==> src/rtl/spi_flags_pkg.sv <==
// Package of constants and types for the serial port buffer-full flag block
// How it works
// - Standard: core write to data location sets tx full (bit 1).
// - Standard: holding buffer moving into shifter clears tx full.
// - Enhanced: tx full sets when a write takes the last free entry.
// - Enhanced: tx full clears as soon as one entry is free.
// - Standard: finished word into holding buffer sets rx full (bit 0).
// - Standard: core read of the data location clears rx full.
// - Enhanced: rx full sets when a transfer fills the last unread entry.
// - Enhanced: rx full clears whenever an entry is free for the shifter.
package spi_flags_pkg;
    // ------------------------------------------------------------
    // Register map
    // ------------------------------------------------------------
    localparam logic [11:0] AddrStat    = 12'h000;
    localparam logic [11:0] AddrCtrl    = 12'h004;
    localparam logic [11:0] AddrData    = 12'h008;
    localparam logic [11:0] AddrIrqStat = 12'h00c;
    localparam logic [11:0] AddrIrqEn   = 12'h010;
    localparam logic [11:0] AddrIrqClr  = 12'h014;
    localparam logic [11:0] AddrXfer    = 12'h018;
    localparam logic [11:0] AddrRxIn    = 12'h01c;

    localparam int RbfBit    = 0;
    localparam int TbfBit    = 1;
    localparam int EnhBit    = 0;
    localparam int TxCntLsb  = 8;
    localparam int RxCntLsb  = 12;
    localparam int XferStart = 0;

    localparam int DataW  = 16;
    localparam int Depth  = 8;
    localparam int PtrW   = 3;
    localparam int CntW   = 4;
    localparam int IrqW   = 4;
    localparam int IrqTxFull = 0;
    localparam int IrqTxFree = 1;
    localparam int IrqRxFull = 2;
    localparam int IrqRxOver = 3;

    localparam logic [CntW-1:0] CntDepth = 4'h8;
    localparam logic [CntW-1:0] CntOne   = 4'h1;
    localparam logic [PtrW-1:0] PtrOne   = 3'h1;

    // ------------------------------------------------------------
    // Types
    // ------------------------------------------------------------
    typedef struct packed {
        logic [Depth-1:0][DataW-1:0] mem;
        logic [PtrW-1:0]             wrPtr;
        logic [PtrW-1:0]             rdPtr;
        logic [CntW-1:0]             cnt;
    } queue_t;

    typedef struct packed {
        logic            psel;
        logic            penable;
        logic            pwrite;
        logic [11:0]     paddr;
        logic [31:0]     pwdata;
    } apb_req_t;

    typedef struct packed {
        logic [31:0]     prdata;
        logic            pready;
        logic            pslverr;
    } apb_rsp_t;
endpackage

==> src/rtl/flag_queue.sv <==
// Small word queue with full flag used for both buffer directions
`timescale 1ns/100ps
module flag_queue
    import spi_flags_pkg::*;
(
    input  wire logic             clk,
    input  wire logic             resetn,
    input  wire logic             enhanced,
    input  wire logic             push,
    input  wire logic [DataW-1:0] pushData,
    input  wire logic             pop,
    output logic      [DataW-1:0] head,
    output logic                  notEmpty,
    output logic                  full,
    output logic      [CntW-1:0]  count
);
    queue_t st_q;
    queue_t st_d;

    logic [CntW-1:0] cap;
    logic            doPush;
    logic            doPop;

    always_comb begin
        cap    = enhanced ? CntDepth : CntOne;
        doPop  = pop && (st_q.cnt != '0);
        doPush = push && ((st_q.cnt != cap) || doPop);
        st_d   = st_q;
        if (doPush) begin
            st_d.mem[st_q.wrPtr] = pushData;
            st_d.wrPtr = enhanced ? st_q.wrPtr + PtrOne : st_q.rdPtr;
        end
        if (doPop) begin
            st_d.rdPtr = enhanced ? st_q.rdPtr + PtrOne : st_q.rdPtr;
        end
        if (doPush && !doPop) begin
            st_d.cnt = st_q.cnt + CntOne;
        end else if (doPop && !doPush) begin
            st_d.cnt = st_q.cnt - CntOne;
        end
    end

    always_ff @(posedge clk or negedge resetn) begin
        if (!resetn) begin
            st_q <= '0;
        end else begin
            st_q <= st_d;
        end
    end

    assign head     = st_q.mem[st_q.rdPtr];
    assign notEmpty = st_q.cnt != '0;
    assign full     = st_q.cnt == cap;
    assign count    = st_q.cnt;
endmodule

==> src/rtl/spi_buffer_full_flags.sv <==
// Buffer-full flag logic of the serial port with APB registers
//
// Local design decisions: the APB slave port and the register addresses.
`timescale 1ns/100ps
module spi_buffer_full_flags
    import spi_flags_pkg::*;
(
    input  wire logic        clk,
    input  wire logic        resetn,
    input  wire logic        psel,
    input  wire logic        penable,
    input  wire logic        pwrite,
    input  wire logic [11:0] paddr,
    input  wire logic [31:0] pwdata,
    output logic      [31:0] prdata,
    output logic             pready,
    output logic             pslverr,
    output logic             txLoad,
    output logic [DataW-1:0] txWord,
    output logic             irq
);
    // ------------------------------------------------------------
    // State
    // ------------------------------------------------------------
    typedef struct packed {
        apb_rsp_t         rsp;
        logic             enh;
        logic [IrqW-1:0]  irqStat;
        logic [IrqW-1:0]  irqEn;
        logic             irq;
        logic             txLoad;
        logic [DataW-1:0] txWord;
        logic             tbfPrev;
        logic             rbfPrev;
    } state_t;

    state_t st_q;
    state_t st_d;

    apb_req_t req;
    logic     access;
    logic     wrAcc;
    logic     rdAcc;

    logic             txPush;
    logic             txPop;
    logic [DataW-1:0] txHead;
    logic             txAvail;
    logic             txFull;
    logic [CntW-1:0]  txCnt;
    logic             rxPush;
    logic             rxPop;
    logic [DataW-1:0] rxHead;
    logic             rxAvail;
    logic             rxFull;
    logic [CntW-1:0]  rxCnt;
    logic [15:0]      statWord;
    logic [IrqW-1:0]  events;

    // ------------------------------------------------------------
    // Bus decode
    // ------------------------------------------------------------
    always_comb begin
        req.psel    = psel;
        req.penable = penable;
        req.pwrite  = pwrite;
        req.paddr   = paddr;
        req.pwdata  = pwdata;
    end

    assign access = req.psel && req.penable;
    assign wrAcc  = access && req.pwrite;
    assign rdAcc  = access && !req.pwrite;

    // ------------------------------------------------------------
    // Transmit side
    // ------------------------------------------------------------
    assign txPush = wrAcc && (req.paddr == AddrData);
    assign txPop  = wrAcc && (req.paddr == AddrXfer)
                    && req.pwdata[XferStart];

    flag_queue txQueue (
        .clk      (clk),
        .resetn   (resetn),
        .enhanced (st_q.enh),
        .push     (txPush),
        .pushData (req.pwdata[DataW-1:0]),
        .pop      (txPop),
        .head     (txHead),
        .notEmpty (txAvail),
        .full     (txFull),
        .count    (txCnt)
    );

    // ------------------------------------------------------------
    // Receive side
    // ------------------------------------------------------------
    assign rxPush = wrAcc && (req.paddr == AddrRxIn);
    assign rxPop  = rdAcc && (req.paddr == AddrData);

    flag_queue rxQueue (
        .clk      (clk),
        .resetn   (resetn),
        .enhanced (st_q.enh),
        .push     (rxPush),
        .pushData (req.pwdata[DataW-1:0]),
        .pop      (rxPop),
        .head     (rxHead),
        .notEmpty (rxAvail),
        .full     (rxFull),
        .count    (rxCnt)
    );

    // ------------------------------------------------------------
    // Status word
    // ------------------------------------------------------------
    always_comb begin
        statWord         = '0;
        statWord[TbfBit] = txFull;
        statWord[RbfBit] = rxFull;
        statWord[TxCntLsb +: CntW] = txCnt;
        statWord[RxCntLsb +: CntW] = rxCnt;
    end

    // ------------------------------------------------------------
    // Interrupt events
    // ------------------------------------------------------------
    always_comb begin
        events            = '0;
        events[IrqTxFull] = txFull && !st_q.tbfPrev;
        events[IrqTxFree] = !txFull && st_q.tbfPrev;
        events[IrqRxFull] = rxFull && !st_q.rbfPrev;
        events[IrqRxOver] = rxPush && rxFull && !rxPop;
    end

    // ------------------------------------------------------------
    // Next state
    // ------------------------------------------------------------
    always_comb begin
        st_d             = st_q;
        st_d.rsp.pready  = 1'b0;
        st_d.rsp.pslverr = 1'b0;
        st_d.txLoad      = 1'b0;
        st_d.tbfPrev     = txFull;
        st_d.rbfPrev     = rxFull;

        if (txPop && txAvail) begin
            st_d.txLoad = 1'b1;
            st_d.txWord = txHead;
        end

        if (req.psel && !req.penable) begin
            st_d.rsp.pready = 1'b1;
            st_d.rsp.prdata = '0;
            if (!req.pwrite) begin
                case (req.paddr)
                    AddrStat:    st_d.rsp.prdata[15:0] = statWord;
                    AddrCtrl:    st_d.rsp.prdata[EnhBit] = st_q.enh;
                    AddrData:    st_d.rsp.prdata[DataW-1:0] = rxHead;
                    AddrIrqStat: st_d.rsp.prdata[IrqW-1:0] = st_q.irqStat;
                    AddrIrqEn:   st_d.rsp.prdata[IrqW-1:0] = st_q.irqEn;
                    AddrIrqClr:  st_d.rsp.prdata = '0;
                    AddrXfer:    st_d.rsp.prdata = '0;
                    AddrRxIn:    st_d.rsp.prdata = '0;
                    default:     st_d.rsp.pslverr = 1'b1;
                endcase
            end else begin
                case (req.paddr)
                    AddrStat, AddrCtrl, AddrData, AddrIrqStat,
                    AddrIrqEn, AddrIrqClr, AddrXfer, AddrRxIn: begin
                        st_d.rsp.pslverr = 1'b0;
                    end
                    default: st_d.rsp.pslverr = 1'b1;
                endcase
            end
        end

        if (wrAcc && req.paddr == AddrCtrl) begin
            st_d.enh = req.pwdata[EnhBit];
        end
        if (wrAcc && req.paddr == AddrIrqEn) begin
            st_d.irqEn = req.pwdata[IrqW-1:0];
        end
        if (wrAcc && req.paddr == AddrIrqClr) begin
            st_d.irqStat = st_q.irqStat & ~req.pwdata[IrqW-1:0];
        end
        st_d.irqStat = st_d.irqStat | events;
        st_d.irq     = |(st_d.irqStat & st_d.irqEn);
    end

    always_ff @(posedge clk or negedge resetn) begin
        if (!resetn) begin
            st_q <= '0;
        end else begin
            st_q <= st_d;
        end
    end

    // ------------------------------------------------------------
    // Outputs
    // ------------------------------------------------------------
    assign prdata  = st_q.rsp.prdata;
    assign pready  = st_q.rsp.pready;
    assign pslverr = st_q.rsp.pslverr;
    assign txLoad  = st_q.txLoad;
    assign txWord  = st_q.txWord;
    assign irq     = st_q.irq;
endmodule

==> config.mk <==
export PLATFORM = sky130hd
export DESIGN_NAME = spi_buffer_full_flags
export DESIGN_NICKNAME = d
export VERILOG_FILES = /design/src/rtl/spi_flags_pkg.sv /design/src/rtl/flag_queue.sv /design/src/rtl/spi_buffer_full_flags.sv
export SDC_FILE = /design/constraint.sdc
export NUM_CORES = 1
export LEC_CHECK = 0
export BUFFER_PORTS_ARGS = -buffer_cell sky130_fd_sc_hd__buf_2
export CAP_MARGIN = 20
export CORE_MARGIN = 4
export CORE_UTILIZATION = 45
export CTS_CLUSTER_DIAMETER = 30
export DETAILED_ROUTE_END_ITERATION = 8
export HOLD_SLACK_MARGIN = 0.12
export PLACE_DENSITY = 0.65
export SYNTH_ARGS = -nofsm -noshare
export SYNTH_HDL_FRONTEND = slang
export SYNTH_SLANG_ARGS = --single-unit
==> constraint.sdc <==
create_clock -name clk -period 5.6 [get_ports clk]
set_input_delay 1.4 -clock clk [delete_from_list [all_inputs] [get_ports clk]]
set_output_delay 1.4 -clock clk [all_outputs]
set_load 0.02 [all_outputs]
# Yosys cells after proc, flatten, opt, wreduce, memory -nomap -nowiden

Memories as Yosys holds them, arrays and structs flattened.
Index checks and enable logic that the tools add are counted.

Register bits: 323
Latch bits: 0
Bits in writable memories: 0
Bits in read-only memories: 32
Input port bits: 49
Output and inout port bits: 52
Logic and storage cells: 140
Memories: 1

Memory list:

| memory           | depth | bits a word | read ports | clocked after memory_dff | write ports | line                         | source |
|---|---|---|---|---|---|---|---|
| (name not given) | 32    | 1           | 1          | 0                        | 0           | spi_buffer_full_flags.sv:168 | `case (req.paddr)` |

Add/sub/neg operators: 8
Multipliers: 0
Div/mod/pow operators: 0
Order comparisons: 6
Equality and inequality tests: 11
Shifts and indexed selects: 0
Mux-type cells: 28
Bitwise operators: 4
Reduce and logical (&&, ||, !) cells: 49

Operators by type and width:

| operator            | count |
|---|---|
| $bwmux 128          | 2 |
| $bmux 16 s3         | 2 |
| $demux 16 s3        | 2 |
| $mux 16             | 5 |
| $eq 12x5->1 const B | 4 |
| $mux 4              | 7 |
| $logic_and 1x1->1   | 27 |
| $eq 12x4->1 const B | 2 |
| $pmux 12 s2         | 1 |
| $mux 17             | 1 |
| $lt 3x4->1 const B  | 4 |
| $add 3x1->3 const B | 4 |
| $eq 12x3->1 const B | 1 |
| $logic_not 12->1    | 1 |
| $pmux 3 s4          | 1 |
| $logic_not 1->1     | 10 |
| $add 4x1->4 const B | 2 |
| $and 4x4->4         | 2 |
| $eq 4x4->1          | 2 |
| $ne 4x4->1          | 2 |
| $reduce_bool 4->1   | 2 |
| $reduce_or 8->1     | 1 |
| $sub 4x1->4 const B | 2 |
| $logic_not 7->1     | 1 |
| 11 further kinds    | 18 |

# Depth between registers and ports, before layout

Gate-level depths: netlist of the first run.

Depth after elaboration: 11
Depth in mapped cells: 16
Gate-level depth less buffers: 14

# Hierarchy

A second synthesis of the first run with hierarchy kept.

Cell total of the unflattened synthesis: 1049
Area, all modules: 15758.9 um^2

Modules (own cells, without submodules):

| module                | instances | cells an instance | area an instance (um^2) | sequential area each (um^2) |
|---|---|---|---|---|
| flag_queue            | 2         | 406               | 6605.1                  | 3453.3 |
| spi_buffer_full_flags | 1         | 237               | 2548.7                  | 1176.1 |

# Worst setup path before layout of the first run

Ideal clock, no wire load.

Path kind: input to register
Start point: input paddr[2]
End point: register txQueue.st_q (netlist bit txQueue.count[3])
Setup time: 0.125 ns
Arrival: 4.210 ns
Data required time: 5.475 ns
Setup slack: 1.264 ns
Stages: 14
Buffers on the path: 1
Path through: or4b_4 > or2_1 > o31a_1 > buf_6 > or3_1 > inv_1 > ha_1 > inv_1 > ha_1 > a21o_1 > a21oi_1 > xnor2_1 > nor2_1 > xor2_1

Word-level cells in the longest chain between the ends: 9
Elaborated cells between the ends (all ways): 14
Classes of those cells: eq/ne: 2; mux: 1; reduce/logical: 11

RTL lines:

| element                     | line                        | source |
|---|---|---|
| start: declaration          | spi_buffer_full_flags.sv:13 | `input wire logic [11:0] paddr,` |
| $eq 12x5->1                 | spi_buffer_full_flags.sv:79 | `assign txPop = wrAcc && (req.paddr == AddrXfer)` |
| $logic_and 1x1->1           | spi_buffer_full_flags.sv:79 |  |
| $logic_and 1x1->1           | spi_buffer_full_flags.sv:80 | `&& req.pwdata[XferStart];` |
| $logic_and 1x1->1           | flag_queue.sv:26            | `doPop = pop && (st_q.cnt != '0);` |
| $logic_or 1x1->1            | flag_queue.sv:27            | `doPush = push && ((st_q.cnt != cap) \|\| doPop);` |
| $logic_and 1x1->1 *         | flag_queue.sv:27            |  |
| net txQueue.doPush          | flag_queue.sv:21            | `logic doPush;` |
| $logic_not 1->1             | flag_queue.sv:38            | `end else if (doPop && !doPush) begin` |
| $logic_and 1x1->1           | flag_queue.sv:38            |  |
| $reduce_bool 2->1 (no line) | -                           |  |
| end signal: assignment      | flag_queue.sv:47            | `st_q <= st_d;` |
| end: declaration            | flag_queue.sv:17            | `queue_t st_q;` |

Mark *: on every way through the listed nets, which the timed path passes. The rest lies on a longest branch.
A chain may end at the register's enable or synchronous reset.

# Final worst setup path of the first run

Ends and elaborated chain as after synthesis.

==> results.md, run 1 <==
- In this run the critical register-to-register path is launched from st_q[28].
- The hold violation count in the final report is 0.
- The largest single stage delay on the critical path is ~0.60 ns.
- Summed over all cells, the static leakage comes to 8.62 nW.
- Once detail routing completed, the nets flagged for antenna violations numbered 0.
- The internal portion of the total power is 5.01 mW.
- The clock share of power is 0.612.
- The first-pass iteration count of the detailed router is 5.
- The worst slew margin relative to its limit is 0.260.
- The H-tree was split into 3 levels.
- The floorplan die area is between 30000 and 40000 µm².
- The total grt overflow is 0.
- Of the synthesized area, sequential elements account for 0.530.
- The number of antenna violations at the first check in global routing came to 1.
- The fraction of power consumed by sequential logic is 0.369.
- The design area is around 18000 µm².
- The kind of start point of the critical path is an input pin.
- The count of endpoints failing setup in the final report is 0.
- The master of the slowest instance on the critical path is sky130_fd_sc_hd__or4b_4.
- Setup repair after global routing left no endpoint under its margin.
- The number of clock buffers inserted by TritonCTS is about 70.
- The clock passes through at most 3 buffers.
- After synthesis the netlist holds a flip-flop and latch count of ~320.
- Measured along the x axis, the die boundary spans 192 µm.
- Of all nets on the critical path, the largest fanout is 11.
- The end of the worst register-to-register path is txQueue.count[3].
- The net switching component of the power is between 1 and 1.5 mW.
- For this run, the top clock speed supported by timing is ~0.23 GHz.
- Of all flip-flops after synthesis, the portion carrying an async set or reset was 1.00.
- The total number of vias is ~8800.
- A synthesized cell averages between 10 and 15 µm².
- The number of hold buffers added after CTS is 0.
- The die height is 192 µm.
- The transition time at the pin with the least slew margin is about 1.1 ns.
- In the post-synthesis netlist, the cell with the most instances is sky130_fd_sc_hd__dfrtp_1.
- The max-slew violation total from the final report is 0.
- The switching share of power is 0.211.
- The setup TNS is 0 ns.
- Entering global routing, the biggest net connects around 130 pins.
- The commonest cells after synthesis are 323 x sky130_fd_sc_hd__dfrtp_1, 231 x sky130_fd_sc_hd__mux2_2, 64 x sky130_fd_sc_hd__mux4_2, 48 x sky130_fd_sc_hd__buf_4, 48 x sky130_fd_sc_hd__clkbuf_1.
- The startpoint of the most critical hold path is prdata[5].
- The slack of the worst reg-to-reg path is 1.55 ns.
- The fraction of layout instances using a drive strength above 1 is 0.470.
- The number of vias per cell is 5.46.
- The number of cells on the worst reg-to-reg path is 15.
- After clock tree synthesis, the clock-pin slew on the worst setup and hold paths is approximately 0.04 ns.
- The distinct cell type count of the synthesized netlist is between 50 and 60.
- The commonest register cell after synthesis is sky130_fd_sc_hd__dfrtp_1.
- The effective utilization at floorplan is 0.456.
- The later pin in the worst-skew pair is clocked with a latency of 0.54 ns.
- The share of synthesized area in the top cell type comes to 0.530.
- The routed wire length is ~33 mm.
- Max-cap violations in this run came to 0.
- The worst setup skew after layout is 0.0170 ns.
- The placement row count is 67.
- The detailed-placement wirelength estimate is between 20 and 25 mm.
- After the first detailed-routing iteration, the DRC count stood at between 600 and 700.
- The smallest clock period supported by the final layout is computed as 4.41 ns.
- After technology mapping, the gate count stands at roughly 1100.
- The critical path is of the input pin to flip-flop type.
- The number of antenna repair diodes is 0.
- STA classifies the critical path endpoint as a flip-flop.
- The number of buffers added for setup after CTS is 0.
- The hold-critical path depth is 2.
- Dividing the final minimum period by the clock period gives 0.788.
- Summing every instance area after synthesis gives 15200 µm².
- The number of synthesized flops with an enable pin is 0.
- The tree built by TritonCTS fans out to between 300 and 400 sinks.
- The clock tree from TritonCTS is built.
- The boundary pin count is between 100 and 150.
- The Yosys step of the flow raised 0 warnings.
- The first-pass GRT wire length is 52.9 mm.
- The flow ran to the end, and the final reports show no timing, DRC or antenna violations.
- Sorting the synthesized cells by area gives the leading types as sky130_fd_sc_hd__dfrtp_1 53%, sky130_fd_sc_hd__mux2_2 17%, sky130_fd_sc_hd__mux4_2 9.5%.
- The path class of the tightest hold or removal check is flip-flop to flip-flop.
- At the worst endpoint, the required time is about 6.0 ns.
- The core area is 33400 µm².
- At the worst endpoint, the arrival time is around 4.8 ns.
- The post-cts resize count is 0.
- The via count of the first global-routing pass came to 9269.
- The power density normalized to cell area is 351 nW/µm².
- At the end of routability-driven placement, the weighted congestion stood at about 0.81.
- The combinational share of power is 0.019.
- In this run the clock root is driven by a sky130_fd_sc_hd__clkbuf_16.
- Summed over all instances, the cell type with the most area after synthesis is sky130_fd_sc_hd__dfrtp_1.
- The final routed wire length divided by cell count is approximately 20 µm.
- The overall routing resource usage is 0.184.
- For this run, design rule violations remaining after detail routing come to 0.
- Walking the worst path, the cells encountered are buf_2 > or4b_4 > or2_1 > o31a_1 > or3_1 > inv_1 > ha_1 > inv_1 > ha_1 > a21o_1 > a21oi_1 > xnor2_1 > nor2_1 > xor2_1.
- The peak supply drop is 0.194 mV.
- The worst-case hold path end point is prdata[5].
- Relative to the synthesized area, the layout overhead comes to 18.6%.
- The total cell area at the placement stage is 15800 µm².
- The number of nets in the finished design is about 1200.
- Buffers placed on the I/O ports in this run total 68.
## worst max-delay path by stage
stage	start	end
after floorplan	paddr[2]	txQueue.count[3]
after global placement	paddr[2]	txQueue.count[3]
after detailed placement	paddr[2]	txQueue.count[3]
after CTS	paddr[2]	txQueue.count[3]
after global routing	paddr[2]	txQueue.count[3]
final	paddr[2]	txQueue.count[3]
## critical path: cells and delay by family
kind                       cells  cell delay (ns)
adders and majority gates      2             0.48
and+or+nand+nor                4             1.48
xor gates and xnor gates       2             0.27
AOI/OAI and AO/OA              3             0.87
buffers and inverters          3             0.33
## registers in the layout, indices dropped and copies added (netlist names)
| register | count |
|---|---|
| txQueue.count | 4 |
| txWord | 16 |
| irq | 1 |
| pready | 1 |
| prdata | 16 |
| rxQueue.count | 4 |
| txQueue.st_q | 134 |
| st_q | 11 |
| pslverr | 1 |
| txLoad | 1 |
| rxQueue.st_q | 134 |
## through the flow
stage | setup slack (ns) | hold slack, ns | total power, mW | util | cells
after floorplan | 1.26 | 0.448 | 2.42 | - | 1070
after global placement | 0.661 | 0.463 | 2.50 | 0.472 | 1491
after detailed placement | 0.682 | 0.468 | 2.50 | 0.472 | 1491
after CTS | 1.22 | 0.477 | 6.43 | 0.540 | 1614
after global routing | 1.07 | 0.500 | 6.57 | 0.540 | 1617
final | 1.19 | 0.471 | 6.35 | 0.540 | 1617
## power groups by stage
| stage | Combinational, mW | Clock [mW] | Sequential (mW) |
|---|---|---|---|
| after floorplan | 0.0432 | 0 | 2.38 |
| after global placement | 0.123 | 0 | 2.38 |
| after detailed placement | 0.124 | 0 | 2.38 |
| after CTS | 0.125 | 3.96 | 2.34 |
| after global routing | 0.138 | 4.09 | 2.34 |
| final | 0.120 | 3.89 | 2.34 |
## layout make-up
cell class	instances	area (µm²)
sequential	323	8090
tap	448	561
timing repair buffer	99	613
clock buffer	94	1940
multi-input combinational	614	6510
clock inverter	29	329
inverter	10	37.5
fill	2696	15400
## cells by family (layout without fill, tap and decap cells)
family | after synthesis | after routing | share of synthesized area
muxes | 366 | 366 | 0.322
DFF | 323 | 323 | 0.530
xor gates and xnor gates | 12 | 12 | 0.00689
buffers and inverters | 133 | 232 | 0.0483
and+or+nand+nor | 127 | 127 | 0.0496
adders and majority gates | 12 | 12 | 0.0108
other | 1 | 16 | 0.000246
AOI/OAI and AO/OA | 81 | 81 | 0.0318
## cells in the final DEF (no fill, tap or decap), drive strengths merged, types with 13 or more instances in the layout
cell type and count:
buf 97, nand2 32, conb 16, mux4 64, o21ai 30, mux2 266
nor2 26, clkinv 14, dfrtp 323, a21oi 24, inv 13, mux2i 36
clkbuf 96
## per-layer routing
metal,track usage,routed length [µm],vias to the layer above,part of all wire
met1,0.248,14600,4651,0.45
met4,0.0480,469,2,0.014
li1,-,-,3973,-
met2,0.304,16500,165,0.50
met5,0,11,-,0.00034
met3,0.0389,1210,41,0.037
No activity file was read; power rests on OpenSTA's default activity.
==> run 2, diff against run 1 <==
--- a/config.mk
+++ b/config.mk
@@ -12,7 +12,7 @@
 export CTS_CLUSTER_DIAMETER = 30
 export DETAILED_ROUTE_END_ITERATION = 8
 export HOLD_SLACK_MARGIN = 0.12
-export PLACE_DENSITY = 0.65
+export PLACE_DENSITY = 0.68
 export SYNTH_ARGS = -nofsm -noshare
 export SYNTH_HDL_FRONTEND = slang
 export SYNTH_SLANG_ARGS = --single-unit
==> constraint.sdc (replaced) <==
create_clock -name clk -period 3.7 [get_ports clk]
set_input_delay 0.925 -clock clk [delete_from_list [all_inputs] [get_ports clk]]
set_output_delay 0.925 -clock clk [all_outputs]
set_load 0.02 [all_outputs]
==> run 2 against run 1 <==
Effect of this change: largest cell class unchanged; non-clock buffer count up 26; clock-buffer cell count down 4; utilization up 1.3 points; via count up 1.6%; sequential share of layout area down 1.1 points; final area up 2.5%; clock power up 61%; worst hold slack worse by 0.11 ns; clock skew up 0.0047 ns; worst setup slack worse by 0.70 ns; total power up 58%; final cell count up 1.3%.
==> results.md, run 2 (synthesis gave the netlist of run 1 again) <==
- The routing usage on met3 is 0.0403 (was 0.0389).
- The routability congestion estimate is 0.778 (was 0.807).
- The die height is 192 µm (unchanged).
- The detailed-placement wirelength estimate came to 20.5 mm (was 20.0 mm).
- The overall routing resource usage came to 0.190 (was 0.184).
- The number of buffers on the longest clock path is 3 (unchanged).
- The post-cts resize count is 0 (unchanged).
- The worst setup skew after layout is 0.0217 ns (was 0.0170 ns).
- Setup repair after global routing missed its margin: false (unchanged).
- The clock latency on the worst-skew pair is 0.56 ns (was 0.54 ns).
- The worst slew margin relative to its limit came to 0.306 (was 0.260).
- The number of antenna violations at the first check in global routing is 1 (unchanged).
- The total number of vias is 8976 (was 8832).
- The clock tree from TritonCTS is built (unchanged).
- The number of H-tree levels is 3 (unchanged).
- The final routed wire length divided by cell count is 20.5 µm (was 20.3 µm).
- Dividing the final minimum period by the clock period gives 0.869.
- Commonest cells after routing, fill and taps aside: 321 x sky130_fd_sc_hd__dfrtp_1, 231 x sky130_fd_sc_hd__mux2_2, 69 x sky130_fd_sc_hd__clkbuf_16, 67 x sky130_fd_sc_hd__buf_2, 64 x sky130_fd_sc_hd__mux4_2 (was 321 x sky130_fd_sc_hd__dfrtp_1, 231 x sky130_fd_sc_hd__mux2_2, 70 x sky130_fd_sc_hd__clkbuf_16, 67 x sky130_fd_sc_hd__buf_2, 64 x sky130_fd_sc_hd__mux4_2).
- The hold violation count in the final report is 0 (unchanged).
- The layer with the highest usage is met2 (unchanged).
- The critical path required time is 4.12 ns (was 6.01 ns).
- The first-pass iteration count of the detailed router is 5 (unchanged).
- The remaining design rule violation count is 0 (unchanged).
- The core area is 33400 µm² (unchanged).
- The type of the worst setup path was input pin to flip-flop (unchanged).
- The floorplan die area is 36900 µm² (unchanged).
- The number of I/O port buffers was 68 (unchanged).
- The transition time at the pin with the least slew margin came to 1.04 ns (was 1.11 ns).
- The switching share of power is 0.203 (was 0.211).
- The max-slew violation total from the final report was 0 (unchanged).
- The root buffer cell is sky130_fd_sc_hd__clkbuf_16 (unchanged).
- The endpoint kind of the worst setup timing path was a flip-flop (unchanged).
- The number of hold buffers added after CTS is 0 (unchanged).
- The highest net fanout along the worst path is 3 (was 11).
- The total grt overflow is 0 (unchanged).
- Outcome: finished, final reports clean (unchanged).
- The fraction of met1 tracks used by global routing is 0.247 (was 0.248).
- The maximum number of pins on one net before global-route repair is 81 (was 125).
- The combinational share of power is 0.019 (about the same).
- The cell internal power dissipation is 7.98 mW (was 5.01 mW).
- The via count of the first global-routing pass came to 9796 (was 9269).
- The x dimension of the die is 192 µm (unchanged).
- The global-route met2 utilization was 0.319 (was 0.304).
- The routed wire length is 33.5 mm (was 32.8 mm).
- The instance count after placement with tap cells included was 1520 (was 1491).
- The number of vias per cell came to 5.48 (was 5.46).
- The count of endpoints failing setup in the final report is 0 (unchanged).
- The class of the worst hold path is input pin to asynchronous set/reset pin (was flip-flop to flip-flop).
- The max capacitance violation total is 0 (unchanged).
- The number of DRC markers after the initial detailed-route iteration is 491 (was 685).
- The minimum period implied by the final worst setup slack is roughly 3.2 ns.
- The number of fill cells in the layout was 2612 (was 2696).
- The net switching component of the power is 2.04 mW (was 1.34 mW).
- Biggest regs: rxQueue.st_q (134), txQueue.st_q (134) (unchanged).
- Timing would allow up to 0.311 GHz.
- The fraction of layout instances using a drive strength above 1 was 0.489 (was 0.470).
- The design area is 18500 µm² (was 18100 µm²).
- The effective utilization at floorplan came to 0.456 (unchanged).
- The power density normalized to cell area is 541 nW/µm² (was 351 nW/µm²).
- The clock-pin transition on the worst setup and hold timing paths is 0.05 ns (was 0.04 ns).
- The total cell area at the placement stage is 16100 µm² (was 15800 µm²).
- The kind of start point of the critical path is an input pin (unchanged).
- The data arrival time at the worst-slack endpoint is 3.64 ns (was 4.82 ns).
- The boundary pin count is 101 (unchanged).
- The signed area change from the synthesized netlist to the final layout is 21.5% (was 18.6%).
- The clock share of power was 0.627 (was 0.612).
- The fraction of power consumed by sequential logic is 0.354 (was 0.369).
- The number of buffers added for setup after CTS was 0 (unchanged).
- The number of antenna repair diodes is 0 (unchanged).
- The first-pass GRT wire length is 54.5 mm (was 52.9 mm).
- The filler-free cell count of the finished design is 1638 (was 1617).
- The number of nets in the finished design is 1201 (was 1177).
- The number of clock buffers inserted by TritonCTS came to 66 (was 68).
- The placement row count is 67 (unchanged).
- The reported leakage power is 8.84 nW (was 8.62 nW).
- The leading cell type in the layout, fill and taps excluded is sky130_fd_sc_hd__dfrtp_1 (unchanged).
- The peak supply drop is 0.285 mV (was 0.194 mV).
- The number of nets with antenna violations after detailed routing is 0 (unchanged).
- The TritonCTS sink count is 323 (unchanged).
## run 2: changes by cell type in the layout (fill, tap and decap cells not counted), sizes merged
cell,before,now
inv,13,14
clkbuf,96,90
clkinv,14,9
bufinv,5,11
buf,97,125
clkinvlp,7,4
## run 2: power groups by stage
stage | combinational [mW] | clock (mW) | sequential, mW
floorplan | 0.0656 | 0 | 3.60
global placement | 0.196 | 0 | 3.60
detailed placement | 0.198 | 0 | 3.60
CTS | 0.199 | 6.38 | 3.55
global route | 0.219 | 6.62 | 3.54
finish | 0.193 | 6.27 | 3.55
## run 2: layer usage
| layer | share of wire | up-vias |
|---|---|---|
| met5 | 0.00039 | - |
| met4 | 0.020 | 2 |
| met3 | 0.040 | 47 |
| met2 | 0.50 | 166 |
| met1 | 0.44 | 4759 |
| li1 | - | 4002 |
## run 2: cell type report
cell class              count  area [µm²]  area share
clock buffers              90        1920       0.103
clock inverters            28         478      0.0258
inverters                  10        37.5     0.00203
multi-input cells         614        6550       0.353
flip-flops and latches    323        8090       0.436
well taps                 448         561      0.0303
repair buffers            125         903      0.0488
## run 2: final timing paths
path,start,endpoint,slack (ns),cells after the start
min in group clk,prdata[6],prdata[6],0.48,2
max,paddr[0],txQueue.count[3],0.49,14
min reg2reg,prdata[6],prdata[6],0.48,2
max reg2reg,rxQueue.count[0],rxQueue.count[3],0.57,12
min,resetn,txQueue.st_q[123],0.36,1
max in group asynchronous,resetn,txWord[9],2.43,2
## run 2: worst max-delay path: stages
cell and delay [ns]:
sky130_fd_sc_hd__buf_2 0.11, sky130_fd_sc_hd__or4b_4 0.55, sky130_fd_sc_hd__or2_4 0.27, sky130_fd_sc_hd__o31a_1 0.31
sky130_fd_sc_hd__or3_4 0.40, sky130_fd_sc_hd__inv_2 0.07, sky130_fd_sc_hd__ha_4 0.13, sky130_fd_sc_hd__inv_2 0.05
sky130_fd_sc_hd__ha_4 0.20, sky130_fd_sc_hd__a21o_1 0.16, sky130_fd_sc_hd__a21oi_2 0.13, sky130_fd_sc_hd__xnor2_1 0.13
sky130_fd_sc_hd__nor2_1 0.07, sky130_fd_sc_hd__xor2_1 0.13
## run 2: through the flow
stage               setup TNS (ns)  power [mW]  setup WS [ns]  hold WS [ns]  utilization
floorplan                  -0.0426        3.67        -0.0426         0.448            -
global placement           -0.0641        3.80        -0.0641         0.464        0.482
detailed placement         -0.0546        3.80        -0.0546         0.476        0.482
CTS                              0        10.1          0.508         0.387        0.554
global route                     0        10.4          0.396         0.397        0.554
finish                           0        10.0          0.486         0.360        0.554
==> run 3, diff against run 2 <==
--- a/config.mk
+++ b/config.mk
@@ -5,6 +5,7 @@
 export SDC_FILE = /design/constraint.sdc
 export NUM_CORES = 1
 export LEC_CHECK = 0
+export ABC_AREA = 1
 export BUFFER_PORTS_ARGS = -buffer_cell sky130_fd_sc_hd__buf_2
 export CAP_MARGIN = 20
 export CORE_MARGIN = 4
@@ -12,7 +13,7 @@
 export CTS_CLUSTER_DIAMETER = 30
 export DETAILED_ROUTE_END_ITERATION = 8
 export HOLD_SLACK_MARGIN = 0.12
-export PLACE_DENSITY = 0.68
+export PLACE_DENSITY = 0.67
 export SYNTH_ARGS = -nofsm -noshare
 export SYNTH_HDL_FRONTEND = slang
 export SYNTH_SLANG_ARGS = --single-unit
==> run 3 against run 2 <==
Effect of this change: synthesized cell count increased by 98%; wire length increased by 44%; largest power group unchanged; global-route usage up 5.6 points; final cell count is 59% higher; clock power fell by 2%; worst setup slack improved by 0.38 ns; critical endpoint is now txQueue.st_q[88].
==> results.md, run 3 <==
- The post-route clock period utilization was 0.765 (was 0.869).
- The transition time at the pin with the least slew margin was 0.903 ns (was 1.04 ns).
- The fraction of power consumed by sequential logic came to 0.358 (was 0.354).
- The routed wire length came to 48.3 mm (was 33.5 mm).
- The per-instance average area after synthesis was 7.85 µm² (was 14.4 µm²).
- The die height is 199 µm (was 192 µm).
- The distinct cell type count of the synthesized netlist is 38 (was 59).
- The remaining design rule violation count is 0 (unchanged).
- Setup repair after global routing missed its margin: false (unchanged).
- The kind of start point of the critical path is an input pin (unchanged).
- The number of antenna violations at the first check in global routing is 0 (was 1).
- The commonest register cell after synthesis is sky130_fd_sc_hd__dfrtp_1 (unchanged).
- The overall routing resource usage was 0.246 (was 0.190).
- The achievable clock frequency is 0.353 GHz (was 0.311 GHz).
- The number of fill cells in the layout is 3295 (was 2612).
- The most used standard cell by instance count after synthesis was sky130_fd_sc_hd__nand2_1 (was sky130_fd_sc_hd__dfrtp_1).
- The dominant cell type by area after synthesis was sky130_fd_sc_hd__dfrtp_1 (unchanged).
- The number of DRC markers after the initial detailed-route iteration is 1569 (was 491).
- The count of endpoints failing setup in the final report is 0 (unchanged).
- The share of async-settable or async-resettable flops after synthesis is 1.00 (unchanged).
- The number of nets in the finished design is 2144 (was 1201).
- The routability congestion estimate is 0.851 (was 0.778).
- The clock-pin transition on the worst setup and hold timing paths is 0.04 ns (was 0.05 ns).
- The worst stage delay on the critical path is 0.56 ns (was 0.55 ns).
- The count of buffer and inverter cells on the critical path was 3 (unchanged).
- The highest net fanout along the worst path is 136 (was 3).
- The final routed wire length divided by cell count was 18.6 µm (was 20.5 µm).
- The post-cts resize count is 0 (unchanged).
- The hold violation count in the final report is 0 (unchanged).
- The setup TNS is 0 ns (unchanged).
- The number of hold buffers added after CTS is 0 (unchanged).
- Outcome: finished, final reports clean (unchanged).
- The cell area after technology mapping is 16400 µm² (was 15200 µm²).
- The count of mapped cells out of synthesis came to 2092 (was 1055).
- The floorplan die area came to 39600 µm² (was 36900 µm²).
- The total grt overflow was 0 (unchanged).
- The final worst hold slack is 0.386 ns (was 0.360 ns).
- Biggest regs: rxQueue.st_q (134), txQueue.st_q (134) (unchanged).
- The placement row count is 69 (was 67).
- The cell internal power dissipation is 7.75 mW (was 7.98 mW).
- The x dimension of the die was 199 µm (was 192 µm).
- The number of nets with antenna violations after detailed routing is 0 (unchanged).
- Synth top area cells: sky130_fd_sc_hd__dfrtp_1 49%, sky130_fd_sc_hd__nand2_1 16%, sky130_fd_sc_hd__nand3_1 6.2% (was sky130_fd_sc_hd__dfrtp_1 53%, sky130_fd_sc_hd__mux2_2 17%, sky130_fd_sc_hd__mux4_2 9.5%).
- Commonest cells after routing, fill and taps aside: 687 x sky130_fd_sc_hd__nand2_1, 321 x sky130_fd_sc_hd__dfrtp_1, 205 x sky130_fd_sc_hd__nand3_1, 194 x sky130_fd_sc_hd__nor2_1, 147 x sky130_fd_sc_hd__o21ai_0 (was 321 x sky130_fd_sc_hd__dfrtp_1, 231 x sky130_fd_sc_hd__mux2_2, 69 x sky130_fd_sc_hd__clkbuf_16, 67 x sky130_fd_sc_hd__buf_2, 64 x sky130_fd_sc_hd__mux4_2).
- The effective utilization at floorplan is 0.459 (was 0.456).
- The max-slew violation total from the final report is 0 (unchanged).
- The clock tree from TritonCTS was built (unchanged).
- The count of state elements after synthesis is 323 (unchanged).
- The power density normalized to cell area is 517 nW/µm² (was 541 nW/µm²).
- The root buffer cell is sky130_fd_sc_hd__clkbuf_16 (unchanged).
- The total number of vias is 14719 (was 8976).
- The class of the worst hold path is input pin to asynchronous set/reset pin (unchanged).
- The endpoint kind of the worst setup timing path is a flip-flop (unchanged).
- The number of I/O port buffers came to 68 (unchanged).
- The number of H-tree levels is 3 (unchanged).
- The number of buffers added for setup after CTS is 0 (unchanged).
- The via count of the first global-routing pass is 14554 (was 9796).
- The combinational share of power came to 0.021 (was 0.019).
- The first-pass GRT wire length came to 78.5 mm (was 54.5 mm).
- The TritonCTS sink count came to 323 (unchanged).
- The maximum number of pins on one net before global-route repair is 140 (was 81).
- The signed area change from the synthesized netlist to the final layout was 16.9% (was 21.5%).
- The worst setup skew after layout is 0.0221 ns (was 0.0217 ns).
- The boundary pin count is 101 (unchanged).
- The minimum period implied by the final worst setup slack was 2.83 ns (was 3.21 ns).
- The peak supply drop is 0.253 mV (was 0.285 mV).
- Chain of cells forming the critical path: buf_2 > nor2_2 > nand3_2 > nor2_2 > inv_1 > nor3_4 > buf_12 > nand3_2 > nand2_1 > nand2_1 (was buf_2 > or4b_4 > or2_4 > o31a_1 > or3_4 > inv_2 > ha_4 > inv_2 > ha_4 > a21o_1 > a21oi_2 > xnor2_1 > nor2_1 > xor2_1).
- The number of synthesized flops with an enable pin is 0 (unchanged).
- The number of clock buffers inserted by TritonCTS is 70 (was 66).
- The kind of cell with the highest combined delay on the critical path is simple AND/OR/NAND/NOR gates (unchanged).
- The leading cell type in the layout, fill and taps excluded is sky130_fd_sc_hd__nand2_1 (was sky130_fd_sc_hd__dfrtp_1).
- The number of vias per cell is 5.66 (was 5.48).
- The max capacitance violation total is 0 (unchanged).
- The data arrival time at the worst-slack endpoint came to 3.28 ns (was 3.64 ns).
- Top cell types by occurrence after synthesis: 687 x sky130_fd_sc_hd__nand2_1, 323 x sky130_fd_sc_hd__dfrtp_1, 205 x sky130_fd_sc_hd__nand3_1, 195 x sky130_fd_sc_hd__nor2_1, 147 x sky130_fd_sc_hd__o21ai_0 (was 323 x sky130_fd_sc_hd__dfrtp_1, 231 x sky130_fd_sc_hd__mux2_2, 64 x sky130_fd_sc_hd__mux4_2, 48 x sky130_fd_sc_hd__buf_4, 48 x sky130_fd_sc_hd__clkbuf_1).
- The master of the slowest instance on the critical path is sky130_fd_sc_hd__nand3_2 (was sky130_fd_sc_hd__or4b_4).
- The detailed-placement wirelength estimate is 28.5 mm (was 20.5 mm).
- The total cell area at the placement stage was 16800 µm² (was 16100 µm²).
- The net switching component of the power was 2.16 mW (was 2.04 mW).
- The core area is 35700 µm² (was 33400 µm²).
- The worst slew margin relative to its limit was 0.398 (was 0.306).
- The clock share of power was 0.621 (was 0.627).
- The portion of synthesized cell area occupied by the leading cell type came to 0.492 (was 0.530).
- The sequential cell area fraction in the yosys report is 0.492 (was 0.530).
- The reported leakage power came to 9.96 nW (was 8.84 nW).
- The fraction of layout instances using a drive strength above 1 was 0.135 (was 0.489).
- The switching share of power is 0.218 (was 0.203).
- The number of antenna repair diodes came to 0 (unchanged).
- The count of synthesis-stage warnings from yosys is 0 (unchanged).
- The number of buffers on the longest clock path was 3 (unchanged).
- The critical path required time is 4.15 ns (was 4.12 ns).
- The design area is 19200 µm² (was 18500 µm²).
- The first-pass iteration count of the detailed router was 8 (was 5).
- The clock latency on the worst-skew pair was 0.57 ns (was 0.56 ns).
- The type of the worst setup path is input pin to flip-flop (unchanged).
run 3: changes by cell type after synthesis, sizes merged, moves of 36 or more:
cell / before / now
buf: 75 / 146
inv: 9 / 46
mux2: 266 / 1
mux2i: 36 / 0
mux4: 64 / 0
nand2: 32 / 696
nand3: 11 / 212
nand4: 4 / 137
nor2: 26 / 200
o21ai: 30 / 149
o221ai: 0 / 38
run 3: cell families after synthesis:
kind of cell	after synthesis	share of synthesized area
XOR/XNOR	10	0.00533
AO/OA/AOI/OAI	206	0.0741
flip-flops	323	0.492
other	1	0.000228
buffers and inverters	272	0.0821
multiplexers	1	0.000686
adder cells (fa/ha/maj)	12	0.0101
AND/OR/NAND/NOR	1267	0.335
run 3: per-stage QoR:
step | std cells | utilization | total power, mW | setup slack [ns]
after global placement | 2472 | 0.471 | 3.81 | 0.418
final | 2599 | 0.537 | 9.91 | 0.870
after CTS | 2599 | 0.537 | 10.0 | 0.966
after floorplan | 2107 | - | 3.69 | 0.514
after global routing | 2599 | 0.537 | 10.2 | 0.705
after detailed placement | 2472 | 0.471 | 3.81 | 0.396
run 3: final cells by class:
type                            instances  area (µm²)  share of cell area
Inverter                               54         205              0.0107
Clock buffer                           95        2020               0.105
Sequential cell                       323        8090               0.421
Multi-Input combinational cell       1512        7110               0.371
Timing Repair Buffer                  122         843              0.0440
Clock inverter                         32         345              0.0180
Tap cell                              461         577              0.0301
run 3: final timing paths:
kind,from,to,slack [ns],depth (start not counted)
max,paddr[1],txQueue.st_q[88],0.87,10
min,resetn,rxQueue.st_q[104],0.39,1
max reg2reg,st_q[28],txQueue.st_q[88],0.94,10
min reg2reg,txQueue.st_q[121],txQueue.st_q[121],0.46,2
max in group asynchronous,resetn,txQueue.st_q[35],2.38,2
min in group clk,txQueue.st_q[121],txQueue.st_q[121],0.46,2
run 3: layer usage:
metal / part of all wire / GRT usage
met1: 0.43 / 0.341
met2: 0.47 / 0.387
met3: 0.081 / 0.0489
met4: 0.024 / 0.0843
met5: 0 / 0
run 3: power groups by stage:
stage / combinational [mW] / sequential, mW / clock (mW)
after global routing: 0.233 / 3.54 / 6.43
after floorplan: 0.0887 / 3.60 / 0
after detailed placement: 0.212 / 3.60 / 0
final: 0.209 / 3.55 / 6.15
after CTS: 0.213 / 3.55 / 6.24
after global placement: 0.210 / 3.60 / 0
